`src/hw/motor_param_defs.svh`:
```
// Purpose: command codes, field positions, reset values of the bank
// Assumes: 8-bit command codes, 12-bit register fields
// Notes:   definitions only
`ifndef MOTOR_PARAM_DEFS_SVH
`define MOTOR_PARAM_DEFS_SVH

`define FIELD_W            12
`define CODE_W             8
`define LOCK_W             8

// read codes
`define RD_DRIVE_AMP       8'h02
`define RD_REGEN_AMP       8'h03
`define RD_RISE_RAMP       8'h04
`define RD_FALL_RAMP       8'h05
`define RD_UV_CUTOUT       8'h06
`define RD_UV_RESUME       8'h07
`define RD_OV_RESUME       8'h08
`define RD_OV_CUTOUT       8'h09
`define RD_HEATSINK        8'h0A
`define RD_BOARD           8'h0B
`define RD_SUPPLY          8'h10
`define RD_STATUS          8'h30
`define RD_LOCK            8'h31
`define RD_SAVE            8'h32

// write codes
`define WR_DRIVE_AMP       8'h42
`define WR_REGEN_AMP       8'h43
`define WR_RISE_RAMP       8'h44
`define WR_FALL_RAMP       8'h45
`define WR_UV_CUTOUT       8'h46
`define WR_UV_RESUME       8'h47
`define WR_OV_RESUME       8'h48
`define WR_OV_CUTOUT       8'h49
`define WR_LOCK            8'h71
`define WR_SAVE            8'h72

// status bits
`define ST_LOW_SUPPLY      0
`define ST_HIGH_SUPPLY     1

// lock bits
`define LK_DRIVE           1
`define LK_REGEN           2
`define LK_RISE            3
`define LK_UV_CUTOUT       4
`define LK_UV_RESUME       5
`define LK_OV_RESUME       6
`define LK_OV_CUTOUT       7

// reset values and limits
`define RST_FIELD          12'h000
`define RST_OV_RESUME      12'hA28
`define OV_CUTOUT_CEIL     12'hA8D
`define HEAT_MIN_C         12'h00A
`define HEAT_MAX_C         12'h050

`endif

```
`src/hw/motor_param_pkg.sv`:
```
// Purpose: shared types of the parameter bank
// Assumes: nothing
// Notes:   constants live in motor_param_defs.svh
package motor_param_pkg;

    typedef enum logic [1:0] {
        SUPPLY_OK   = 2'b00,
        SUPPLY_LOW  = 2'b01,
        SUPPLY_HIGH = 2'b10
    } supply_state_type;

endpackage

```
`src/hw/pot_tracked_reg.sv`:
```
// Purpose: one limit register that follows a potentiometer reading
// Assumes: pot reading comes from logic on the same clock
// Notes:   host write wins over a pot change in the same cycle
`timescale 1ns/1ps
module pot_tracked_reg #(
    parameter int WIDTH = 12
) (
    // clock and reset
    input  wire logic             clk,
    input  wire logic             rst_n,
    // pot and lock
    input  wire logic [WIDTH-1:0] pot_value,
    input  wire logic             lock,
    // host write
    input  wire logic             wr_en,
    input  wire logic [WIDTH-1:0] wr_data,
    // register value
    output logic      [WIDTH-1:0] value
);

    logic [WIDTH-1:0] value_r;
    logic [WIDTH-1:0] pot_prev_r;
    logic             pot_moved;

    initial begin
        if (WIDTH < 1) begin
            $error("pot_tracked_reg: WIDTH must be positive");
        end
    end

    assign pot_moved = (pot_value != pot_prev_r);
    assign value     = value_r;

    // reading seen at the last edge, the reference for detecting a pot change
    always_ff @(posedge clk or negedge rst_n) begin
        if (!rst_n) begin
            pot_prev_r <= '0;
        end else begin
            pot_prev_r <= pot_value;
        end
    end

    always_ff @(posedge clk or negedge rst_n) begin
        if (!rst_n) begin
            value_r <= '0;
        end else if (wr_en) begin
            value_r <= wr_data;
        end else if (pot_moved && !lock) begin
            value_r <= pot_value;
        end
    end

endmodule // pot_tracked_reg

```
`src/hw/motor_param_register_bank.sv`:
```
// Purpose: parameter and measurement register bank of a DC motor drive
// Assumes: command decoded from the serial link, one command a cycle
// Notes:   all values volatile; saving is requested, not performed here
// Behaviour
// - drive ceiling: read 0x02, write 0x42, 12 bits
// - pot-backed limits follow their pot after startup
// - host write replaces pot until pot moves
// - pot change overwrites the register again
// - lock bit stops pot overwrite
// - values volatile; saved only on host request
// - regen ceiling: 0x03/0x43, same pot behaviour
// - rise ramp: 0x04/0x44, follows ramp pot
// - fall ramp: 0x05/0x45, off, no pot
// - thresholds active only when written and locked
// - undervolt cutout 0x06/0x46 shuts output off
// - undervolt shutdown sets the status flag
// - undervolt resume 0x07/0x47 ends low state
// - overvolt resume 0x08/0x48 ends high state
// - overvolt cutout 0x09/0x49; internal ceiling may rewrite
// - overvolt shutdown sets the status flag
// - heatsink temperature 0x0A, read-only, 10 to 80
// - board temperature 0x0B, read-only, 12 bits
// - supply reading 0x10, read-only, 12 bits
// - status bit 0 low, bit 1 high supply
// - lock bit 3 guards rise ramp
// - lock bit 2 guards regen ceiling
`timescale 1ns/1ps
`include "motor_param_defs.svh"
module motor_param_register_bank
    import motor_param_pkg::*;
#(
    parameter int FIELD_W = `FIELD_W
) (
    // clock and reset
    input  wire logic               clk,
    input  wire logic               rst_n,
    // command port
    input  wire logic               cmd_valid,
    input  wire logic [`CODE_W-1:0] cmd_code,
    input  wire logic [FIELD_W-1:0] cmd_wdata,
    // answer port
    output logic                    rsp_valid,
    output logic      [FIELD_W-1:0] rsp_data,
    output logic                    rsp_err,
    // digitised potentiometers
    input  wire logic [FIELD_W-1:0] drive_pot,
    input  wire logic [FIELD_W-1:0] regen_pot,
    input  wire logic [FIELD_W-1:0] ramp_pot,
    // measurements
    input  wire logic [FIELD_W-1:0] heatsink_meas,
    input  wire logic [FIELD_W-1:0] board_meas,
    input  wire logic [FIELD_W-1:0] supply_meas,
    // register values to the drive
    output logic      [FIELD_W-1:0] drive_amp_ceiling,
    output logic      [FIELD_W-1:0] regen_amp_ceiling,
    output logic      [FIELD_W-1:0] rise_ramp_rate,
    output logic      [FIELD_W-1:0] fall_ramp_rate,
    // supply supervision
    output logic                    output_enable,
    output logic                    low_supply_flag,
    output logic                    high_supply_flag,
    // save request
    output logic                    save_req,
    output logic      [FIELD_W-1:0] save_bits
);

    supply_state_type   sup_state_r;
    supply_state_type   sup_state_nxt;
    logic [`LOCK_W-1:0] lock_r;
    logic [FIELD_W-1:0] fall_ramp_r;
    logic [FIELD_W-1:0] uv_cutout_r;
    logic [FIELD_W-1:0] uv_resume_r;
    logic [FIELD_W-1:0] ov_resume_r;
    logic [FIELD_W-1:0] ov_cutout_r;
    logic [3:0]         thr_written_r;
    logic [FIELD_W-1:0] heatsink_celsius_r;
    logic [FIELD_W-1:0] board_celsius_r;
    logic [FIELD_W-1:0] supply_level_reading_r;
    logic               rsp_valid_r;
    logic [FIELD_W-1:0] rsp_data_r;
    logic               rsp_err_r;
    logic               save_req_r;
    logic [FIELD_W-1:0] save_bits_r;
    logic               uv_cut_on;
    logic               uv_res_on;
    logic               ov_res_on;
    logic               ov_cut_on;
    logic [FIELD_W-1:0] status_word;
    logic [FIELD_W-1:0] ov_cutout_lim;

    initial begin
        if (FIELD_W != `FIELD_W) begin
            $error("motor_param_register_bank: FIELD_W must be 12");
        end
    end

    // single-cycle decode of one write code
    function automatic logic wr_hit(input logic             v,
                                    input logic [`CODE_W-1:0] code,
                                    input logic [`CODE_W-1:0] want);
        wr_hit = v && (code == want);
    endfunction

    // threshold live only when written and locked
    function automatic logic thr_live(input logic written,
                                      input logic locked);
        thr_live = written && locked;
    endfunction

    // clamp a reading into a closed range
    function automatic logic [FIELD_W-1:0] clamp(
        input logic [FIELD_W-1:0] v,
        input logic [FIELD_W-1:0] lo,
        input logic [FIELD_W-1:0] hi);
        if (v < lo) begin
            clamp = lo;
        end else if (v > hi) begin
            clamp = hi;
        end else begin
            clamp = v;
        end
    endfunction

    // pot-backed limit registers
    pot_tracked_reg #(
        .WIDTH     (FIELD_W)
    ) u_drive (
        .clk       (clk),
        .rst_n     (rst_n),
        .pot_value (drive_pot),
        .lock      (lock_r[`LK_DRIVE]),
        .wr_en     (wr_hit(cmd_valid, cmd_code, `WR_DRIVE_AMP)),
        .wr_data   (cmd_wdata),
        .value     (drive_amp_ceiling)
    );

    pot_tracked_reg #(
        .WIDTH     (FIELD_W)
    ) u_regen (
        .clk       (clk),
        .rst_n     (rst_n),
        .pot_value (regen_pot),
        .lock      (lock_r[`LK_REGEN]),
        .wr_en     (wr_hit(cmd_valid, cmd_code, `WR_REGEN_AMP)),
        .wr_data   (cmd_wdata),
        .value     (regen_amp_ceiling)
    );

    pot_tracked_reg #(
        .WIDTH     (FIELD_W)
    ) u_rise (
        .clk       (clk),
        .rst_n     (rst_n),
        .pot_value (ramp_pot),
        .lock      (lock_r[`LK_RISE]),
        .wr_en     (wr_hit(cmd_valid, cmd_code, `WR_RISE_RAMP)),
        .wr_data   (cmd_wdata),
        .value     (rise_ramp_rate)
    );

    // lock register; cleared at restart like every value but the ov resume level and heatsink reading
    always_ff @(posedge clk or negedge rst_n) begin
        if (!rst_n) begin
            lock_r <= '0;
        end else if (wr_hit(cmd_valid, cmd_code, `WR_LOCK)) begin
            lock_r <= cmd_wdata[`LOCK_W-1:0];
        end
    end

    // fall ramp: zero means disabled, no pot behind it
    always_ff @(posedge clk or negedge rst_n) begin
        if (!rst_n) begin
            fall_ramp_r <= `RST_FIELD;
        end else if (wr_hit(cmd_valid, cmd_code, `WR_FALL_RAMP)) begin
            fall_ramp_r <= cmd_wdata;
        end
    end

    assign fall_ramp_rate = fall_ramp_r;

    // internal ceiling rewrites an over-high cutout level
    assign ov_cutout_lim = (cmd_wdata > `OV_CUTOUT_CEIL) ?
                           `OV_CUTOUT_CEIL : cmd_wdata;

    // threshold registers
    always_ff @(posedge clk or negedge rst_n) begin
        if (!rst_n) begin
            uv_cutout_r <= `RST_FIELD;
            uv_resume_r <= `RST_FIELD;
            ov_resume_r <= `RST_OV_RESUME;
            ov_cutout_r <= `RST_FIELD;
        end else if (cmd_valid) begin
            if (cmd_code == `WR_UV_CUTOUT) begin
                uv_cutout_r <= cmd_wdata;
            end
            if (cmd_code == `WR_UV_RESUME) begin
                uv_resume_r <= cmd_wdata;
            end
            if (cmd_code == `WR_OV_RESUME) begin
                ov_resume_r <= cmd_wdata;
            end
            if (cmd_code == `WR_OV_CUTOUT) begin
                ov_cutout_r <= ov_cutout_lim;
            end
        end
    end

    // written marks: uv cutout, uv resume, ov resume, ov cutout
    always_ff @(posedge clk or negedge rst_n) begin
        if (!rst_n) begin
            thr_written_r <= 4'h0;
        end else if (cmd_valid) begin
            if (cmd_code == `WR_UV_CUTOUT) begin
                thr_written_r[0] <= 1'b1;
            end
            if (cmd_code == `WR_UV_RESUME) begin
                thr_written_r[1] <= 1'b1;
            end
            if (cmd_code == `WR_OV_RESUME) begin
                thr_written_r[2] <= 1'b1;
            end
            if (cmd_code == `WR_OV_CUTOUT) begin
                thr_written_r[3] <= 1'b1;
            end
        end
    end

    assign uv_cut_on = thr_live(thr_written_r[0], lock_r[`LK_UV_CUTOUT]);
    assign uv_res_on = thr_live(thr_written_r[1], lock_r[`LK_UV_RESUME]);
    assign ov_res_on = thr_live(thr_written_r[2], lock_r[`LK_OV_RESUME]);
    assign ov_cut_on = thr_live(thr_written_r[3], lock_r[`LK_OV_CUTOUT]);

    // measurement snapshots; no write path reaches them
    always_ff @(posedge clk or negedge rst_n) begin
        if (!rst_n) begin
            heatsink_celsius_r     <= `HEAT_MIN_C;
            board_celsius_r        <= `RST_FIELD;
            supply_level_reading_r <= `RST_FIELD;
        end else begin
            heatsink_celsius_r     <= clamp(heatsink_meas, `HEAT_MIN_C,
                                            `HEAT_MAX_C);
            board_celsius_r        <= board_meas;
            supply_level_reading_r <= supply_meas;
        end
    end

    // supply supervision; a shutdown leaves by its resume level or when its cutout is no longer live
    always_comb begin
        sup_state_nxt = sup_state_r;
        case (sup_state_r)
            SUPPLY_OK: begin
                if (uv_cut_on && supply_level_reading_r < uv_cutout_r) begin
                    sup_state_nxt = SUPPLY_LOW;
                end else if (ov_cut_on &&
                             supply_level_reading_r > ov_cutout_r) begin
                    sup_state_nxt = SUPPLY_HIGH;
                end
            end
            SUPPLY_LOW: begin
                if (!uv_cut_on) begin
                    sup_state_nxt = SUPPLY_OK;
                end else if (uv_res_on &&
                             supply_level_reading_r > uv_resume_r) begin
                    sup_state_nxt = SUPPLY_OK;
                end
            end
            SUPPLY_HIGH: begin
                if (!ov_cut_on) begin
                    sup_state_nxt = SUPPLY_OK;
                end else if (ov_res_on &&
                             supply_level_reading_r < ov_resume_r) begin
                    sup_state_nxt = SUPPLY_OK;
                end
            end
            default: begin
                sup_state_nxt = SUPPLY_OK;
            end
        endcase
    end

    always_ff @(posedge clk or negedge rst_n) begin
        if (!rst_n) begin
            sup_state_r <= SUPPLY_OK;
        end else begin
            sup_state_r <= sup_state_nxt;
        end
    end

    assign output_enable    = (sup_state_r == SUPPLY_OK);
    assign low_supply_flag  = (sup_state_r == SUPPLY_LOW);
    assign high_supply_flag = (sup_state_r == SUPPLY_HIGH);

    always_comb begin
        status_word                  = '0;
        status_word[`ST_LOW_SUPPLY]  = low_supply_flag;
        status_word[`ST_HIGH_SUPPLY] = high_supply_flag;
    end

    // save request: one-cycle pulse carrying the save bits
    always_ff @(posedge clk or negedge rst_n) begin
        if (!rst_n) begin
            save_req_r  <= 1'b0;
            save_bits_r <= `RST_FIELD;
        end else begin
            save_req_r <= wr_hit(cmd_valid, cmd_code, `WR_SAVE);
            if (wr_hit(cmd_valid, cmd_code, `WR_SAVE)) begin
                save_bits_r <= cmd_wdata;
            end
        end
    end

    assign save_req  = save_req_r;
    assign save_bits = save_bits_r;

    // answer one cycle after each command
    always_ff @(posedge clk or negedge rst_n) begin
        if (!rst_n) begin
            rsp_valid_r <= 1'b0;
            rsp_data_r  <= '0;
            rsp_err_r   <= 1'b0;
        end else begin
            rsp_valid_r <= cmd_valid;
            if (cmd_valid) begin
                rsp_err_r <= 1'b0;
                case (cmd_code)
                    `RD_DRIVE_AMP: rsp_data_r <= drive_amp_ceiling;
                    `RD_REGEN_AMP: rsp_data_r <= regen_amp_ceiling;
                    `RD_RISE_RAMP: rsp_data_r <= rise_ramp_rate;
                    `RD_FALL_RAMP: rsp_data_r <= fall_ramp_r;
                    `RD_UV_CUTOUT: rsp_data_r <= uv_cutout_r;
                    `RD_UV_RESUME: rsp_data_r <= uv_resume_r;
                    `RD_OV_RESUME: rsp_data_r <= ov_resume_r;
                    `RD_OV_CUTOUT: rsp_data_r <= ov_cutout_r;
                    `RD_HEATSINK:  rsp_data_r <= heatsink_celsius_r;
                    `RD_BOARD:     rsp_data_r <= board_celsius_r;
                    `RD_SUPPLY:    rsp_data_r <= supply_level_reading_r;
                    `RD_STATUS:    rsp_data_r <= status_word;
                    `RD_LOCK: begin
                        rsp_data_r <= {{(FIELD_W-`LOCK_W){1'b0}}, lock_r};
                    end
                    `RD_SAVE:      rsp_data_r <= save_bits_r;
                    `WR_DRIVE_AMP, `WR_REGEN_AMP, `WR_RISE_RAMP,
                    `WR_FALL_RAMP, `WR_UV_CUTOUT, `WR_UV_RESUME,
                    `WR_OV_RESUME, `WR_SAVE: begin
                        rsp_data_r <= cmd_wdata;
                    end
                    `WR_OV_CUTOUT: rsp_data_r <= ov_cutout_lim;
                    `WR_LOCK: begin
                        rsp_data_r <= {{(FIELD_W-`LOCK_W){1'b0}},
                                       cmd_wdata[`LOCK_W-1:0]};
                    end
                    default: begin
                        // measurements have no write code
                        rsp_data_r <= '0;
                        rsp_err_r  <= 1'b1;
                    end
                endcase
            end
        end
    end

    assign rsp_valid = rsp_valid_r;
    assign rsp_data  = rsp_data_r;
    assign rsp_err   = rsp_err_r;

endmodule // motor_param_register_bank

```
`config.mk`:
```
export PLATFORM = sky130hd
export DESIGN_NAME = motor_param_register_bank
export DESIGN_NICKNAME = d
export VERILOG_FILES = /design/src/hw/motor_param_pkg.sv /design/src/hw/pot_tracked_reg.sv /design/src/hw/motor_param_register_bank.sv
export VERILOG_INCLUDE_DIRS = /design/src /design/src/hw
export SDC_FILE = /design/constraint.sdc
export NUM_CORES = 1
export LEC_CHECK = 0
export BUFFER_PORTS_ARGS = -buffer_cell sky130_fd_sc_hd__buf_2
export CELL_PAD_IN_SITES_DETAIL_PLACEMENT = 1
export CELL_PAD_IN_SITES_GLOBAL_PLACEMENT = 1
export CORE_MARGIN = 5
export CORE_UTILIZATION = 48
export DETAILED_ROUTE_END_ITERATION = 10
export GPL_ROUTABILITY_DRIVEN = 0
export PLACE_DENSITY_LB_ADDON = 0.1
export SYNTH_ARGS = -nofsm -noshare
export SYNTH_HDL_FRONTEND = slang
export SYNTH_SLANG_ARGS = --single-unit
export TNS_END_PERCENT = 20
```
`constraint.sdc`:
```
create_clock -name clk -period 3.13 [get_ports clk]
set_input_delay 0.7825 -clock clk [delete_from_list [all_inputs] [get_ports clk]]
set_output_delay 0.7825 -clock clk [all_outputs]
set_load 0.005 [all_outputs]
```
## Word-level counts from Yosys, hierarchy flattened

Cells that the tools add are included.

- Muxes and demuxes: 18
- Reductions and logical operators: 31
- $lt $le $gt $ge: 7
- Equal/unequal tests: 32

Operators by type and width:

| kind | number |
|---|---|
| $pmux 12 s17 | 1 |
| $mux 12 | 9 |
| $eq 8x7->1 const B | 10 |
| $ne 12x12->1 | 3 |
| $eq 8x3->1 const B | 4 |
| $eq 8x4->1 const B | 4 |
| $eq 8x6->1 const B | 3 |
| $gt 12x12->1 | 2 |
| $lt 12x12->1 | 2 |
| $reduce_or 24->1 | 1 |
| $logic_and 1x1->1 | 17 |
| $eq 8x2->1 const B | 2 |
| $gt 12x12->1 const B | 1 |
| $gt 12x7->1 const B | 1 |
| $lt 12x4->1 const B | 1 |
| $mux 2 | 6 |
| $eq 8x5->1 const B | 1 |
| $reduce_and 2->1 | 4 |
| $reduce_or 8->1 | 1 |
| $ne 3x2->1 const B | 2 |
| $pmux 2 s3 | 1 |
| $reduce_bool 2->1 | 3 |
| $logic_not 1->1 | 3 |
| $ne 3x1->1 const B | 1 |
| 5 further kinds | 5 |

- Input bits: 95
- Output and inout port bits: 78
- Logic and storage cells: 113
- Register bits: 209

## Longest topological paths before layout

- Word-level depth: 5
- Depth in mapped cells: 8
- Gate-level depth less buffers: 8

## Modules after synthesis

From an unflattened synthesis, not the netlist that was laid out.

- Cells, all modules: 1,113
- Area, all modules: 11,335.9 um2

By module, submodules not included:

| module | cells an instance | area each (um2) | seq. area each (um2) | times used |
|---|---|---|---|---|
| motor_param_register_bank | 771 | 7,619.8 | 3,435.8 | 1 |
| pot_tracked_reg | 114 | 1,238.7 | 600.6 | 3 |

## Worst setup path after synthesis

No wires, ideal clock.

- Kind: input to register
- Start: input port cmd_code[7]
- End: register uv_resume_r[9]
- Buffers on the path: 2
- Required time: 3.002 ns
- Path slack: 0.785 ns
- Arrival time: 2.217 ns
- Stages on the path: 7
- Setup time: 0.128 ns
- Path through: buf_2 -> nor4b_4 -> nand2_2 -> nor2_2 -> nand3_2 -> buf_2 -> mux2_1

- Longest elaborated chain between the ends: 2

Ends and longest elaborated chain:

| what | RTL line | source |
|---|---|---|
| start: declaration | motor_param_register_bank.sv:39 | `` input wire logic [`CODE_W-1:0] cmd_code, `` |
| $eq 8x7->1 | -- |  |
| $reduce_and 2->1 (no source line) | -- |  |
| end signal: assignment | motor_param_register_bank.sv:189 | `` uv_resume_r <= `RST_FIELD; `` |
| end signal: assignment | motor_param_register_bank.sv:197 | `uv_resume_r <= cmd_wdata;` |
| end: declaration | motor_param_register_bank.sv:72 | `logic [FIELD_W-1:0] uv_resume_r;` |

No other way between the ends.
A chain may end at the register's enable or synchronous reset.

## Worst setup path in the final report

- Start: input port cmd_code[0]
- End: register uv_cutout_r[8]

- Longest elaborated chain between the ends: 2

Ends and longest elaborated chain:

| what | RTL line | source |
|---|---|---|
| $eq 8x7->1 | -- |  |
| $reduce_and 2->1 (no source line) | -- |  |
| end signal: assignment | motor_param_register_bank.sv:188 | `` uv_cutout_r <= `RST_FIELD; `` |
| end signal: assignment | motor_param_register_bank.sv:194 | `uv_cutout_r <= cmd_wdata;` |
| end: declaration | motor_param_register_bank.sv:71 | `logic [FIELD_W-1:0] uv_cutout_r;` |

No other way between the ends.

==> results.json <==
{
  "totalWireLength_um": 38680,
  "synth.avg_cell_area_um2": 10.90,
  "cap_viol_max_count": 0,
  "drive_above_1_share": 0.2893,
  "met1_usage": 0.3907,
  "synth_top_area_frac": 0.4795,
  "fin_util": 0.5837,
  "drt_iter0_markers": 850,
  "synth.distinct_cells": 69,
  "p_leak_uw": 0.006206,
  "path_max_fanout": 13,
  "async_reset_ff_frac": 1.000,
  "drt.antenna.violating_nets": 0,
  "rows": 54,
  "die-area_mm2": 0.02514,
  "worst_pin_slew_ns": 0.8635,
  "clkTransAtPathRegs_ns": 0.06,
  "period_share": 0.8293,
  "rsz0062_at_grt": "false",
  "start_util": 0.4869,
  "clock.fmax_mhz": 385.3,
  "synth_most_common_cell": "dfrtp_1",
  "num-nets-final": 1307,
  "root_buffer": "clkbuf_16",
  "synthCells": 972,
  "hold_violations": 0,
  "netlist_top_cells_area": "dfrtp_1 (48%), mux2_2 (6.8%), mux2i_1 (6.0%), ha_1 (5.4%), xor2_1 (3.0%)",
  "grt_use_total": 0.3059,
  "setup_viol": 0,
  "worst_hold_path_type": "in2async",
  "cts_buffers": 23,
  "dp.cells": 1421,
  "ys_seq_area_frac": 0.4944,
  "synth_edf_count": 0,
  "synth.cell_area_mm2": 0.01059,
  "clock_latency_ns": 0.52,
  "antenna_found_initial": 0,
  "area_growth_pct": 19.87,
  "cts_setup_buffers": 0,
  "finalNonFillerCells": 1462,
  "cts_sinks": 209,
  "drt_drc_violations_left": 0,
  "h-tree-depth": 1,
  "fin_tns_setup_ns": 0,
  "grt-ovfl-total": 0,
  "drv_slew": 0,
  "min_period_ns": 2.596,
  "relSlewSlack": 0.4232,
  "worst_ep_arrival_time_ns": 2.98,
  "hpwl_um": 28710,
  "required_ns": 3.51,
  "power.density_mw_per_mm2": 497.4,
  "synth_top_area_cell": "dfrtp_1",
  "grt_pass1_wl_um": 57050,
  "wl_per_cell_um": 26.46,
  "post_cts_resized": 0,
  "antennaDiodeCount": 0,
  "fin_worst_skew_ns": 0.01901,
  "ctsHoldBuffers": 0,
  "end_kind": "flip-flop",
  "die_x_um": 158.6,
  "clk_path_buf_depth": 3,
  "num_vias": 8967,
  "status": "completed",
  "ys_ff_latch": 209,
  "peakVddDrop_v": 0.0004480,
  "met2_usage": 0.4825,
  "io_pins": 173,
  "port_buffers": 172,
  "cp-start-kind": "input pin",
  "grt.busiest_layer": "met2",
  "core_mm2": 0.02176,
  "worstRegToRegCells": 8,
  "timing.setup.critical_path_class": "in2reg",
  "drt-vias-per-instance": 6.133,
  "use_met3": 0.09649,
  "die_h_um": 158.6,
  "yosysWarnings": 0,
  "grt_start_max_net_pins": 69,
  "cts_tree": "built",
  "yosys-top-cells-count": "dfrtp_1 (203), nand2_1 (77), mux2_2 (64), mux2i_1 (64), nor2_1 (59)",
  "firstDrtPassIters": 5,
  "synth_flop_cell": "dfrtp_1",
  "grt_pass1_vias": 9353
}
==> power by group <==
| part | internal (uW) | switching (uW) | leakage [uW] |
|---|---|---|---|
| combinational | 306 | 450 | 0.00327 |
| sequential | 2830 | 131 | 0.00258 |
| clock | 1520 | 1080 | 0.000355 |
| total | 4660 | 1660 | 0.00621 |
==> worst max-delay path, stage by stage <==
cell	delay (ns)
buf_2	0.20
buf_4	0.23
nor2b_1	0.68
nand2_1	0.61
mux2_2	0.46
==> final timing paths <==
path                                           startpoint                        end  slack (ns)
worst max-delay path                          cmd_code[0]             uv_cutout_r[8]        0.53
worst min-delay path                                rst_n  supply_level_reading_r[7]        0.29
worst max register to register  supply_level_reading_r[5]             sup_state_r[1]        0.58
worst min register to register           thr_written_r[1]           thr_written_r[1]        0.47
max in group asynchronous                           rst_n      heatsink_celsius_r[3]        2.11
min in group clk                            board_meas[0]         board_celsius_r[0]        0.38
==> stage by stage <==
step | total power, uW | hold WS, ns | instance area, um2 | setup slack, ns
global route | 6561 | 0.3295 | 12700 | 0.4610
CTS | 6351 | 0.3015 | 12700 | 0.6236
floorplan | 3320 | 0.4348 | 10610 | 0.7852
finish | 6317 | 0.2858 | 12700 | 0.5343
global placement | 3717 | 0.4539 | 11980 | 0.2663
detailed placement | 3750 | 0.4587 | 11980 | 0.1689
==> placed cells by master (no fill, tap or decap), types with 6 or more instances in the layout <==
cell type	count
and3_1	6
nand2b_1	14
nor2b_1	10
mux2i_1	64
nand3_1	14
dfstp_2	6
a32oi_1	14
mux2_2	64
nand4_1	7
ha_1	46
nor3_1	11
a21o_1	9
inv_1	49
nor4_1	9
clkbuf_8	8
nor2_1	59
clkbuf_16	23
buf_4	43
o21ai_0	51
o22ai_1	7
a21oi_1	55
buf_2	171
a22oi_1	19
nand2_1	77
xor2_1	36
dfrtp_1	203
clkbuf_1	8
==> kinds of logic (layout without fill, tap and decap cells) <==
logic type,Yosys count,in the layout,share of synthesized area
adders and majority gates,46,46,0.05433
other,1,5,0.0003540
DFF,209,209,0.4944
buffers and inverters,102,308,0.03968
and+or+nand+nor,234,234,0.1096
muxes,137,137,0.1434
xor gates and xnor gates,36,36,0.02976
AOI/OAI and AO/OA,207,207,0.1285
==> routing by layer <==
| metal | wire, um | vias to the layer above |
|---|---|---|
| li1 | - | 3888 |
| met1 | 15350 | 4535 |
| met2 | 17570 | 431 |
| met3 | 3873 | 113 |
| met4 | 1886 | 0 |
| met5 | 0 | - |
==> layout make-up <==
class | instances | area (um2)
fill | 2399 | 9057
sequential | 209 | 5238
multi-input combinational | 665 | 4957
timing repair buffer | 218 | 1252
clock buffer | 38 | 701.9
tap | 280 | 350.3
inverter | 49 | 183.9
clock inverter | 3 | 15.01
No activity file was read; power rests on OpenSTA's default activity.
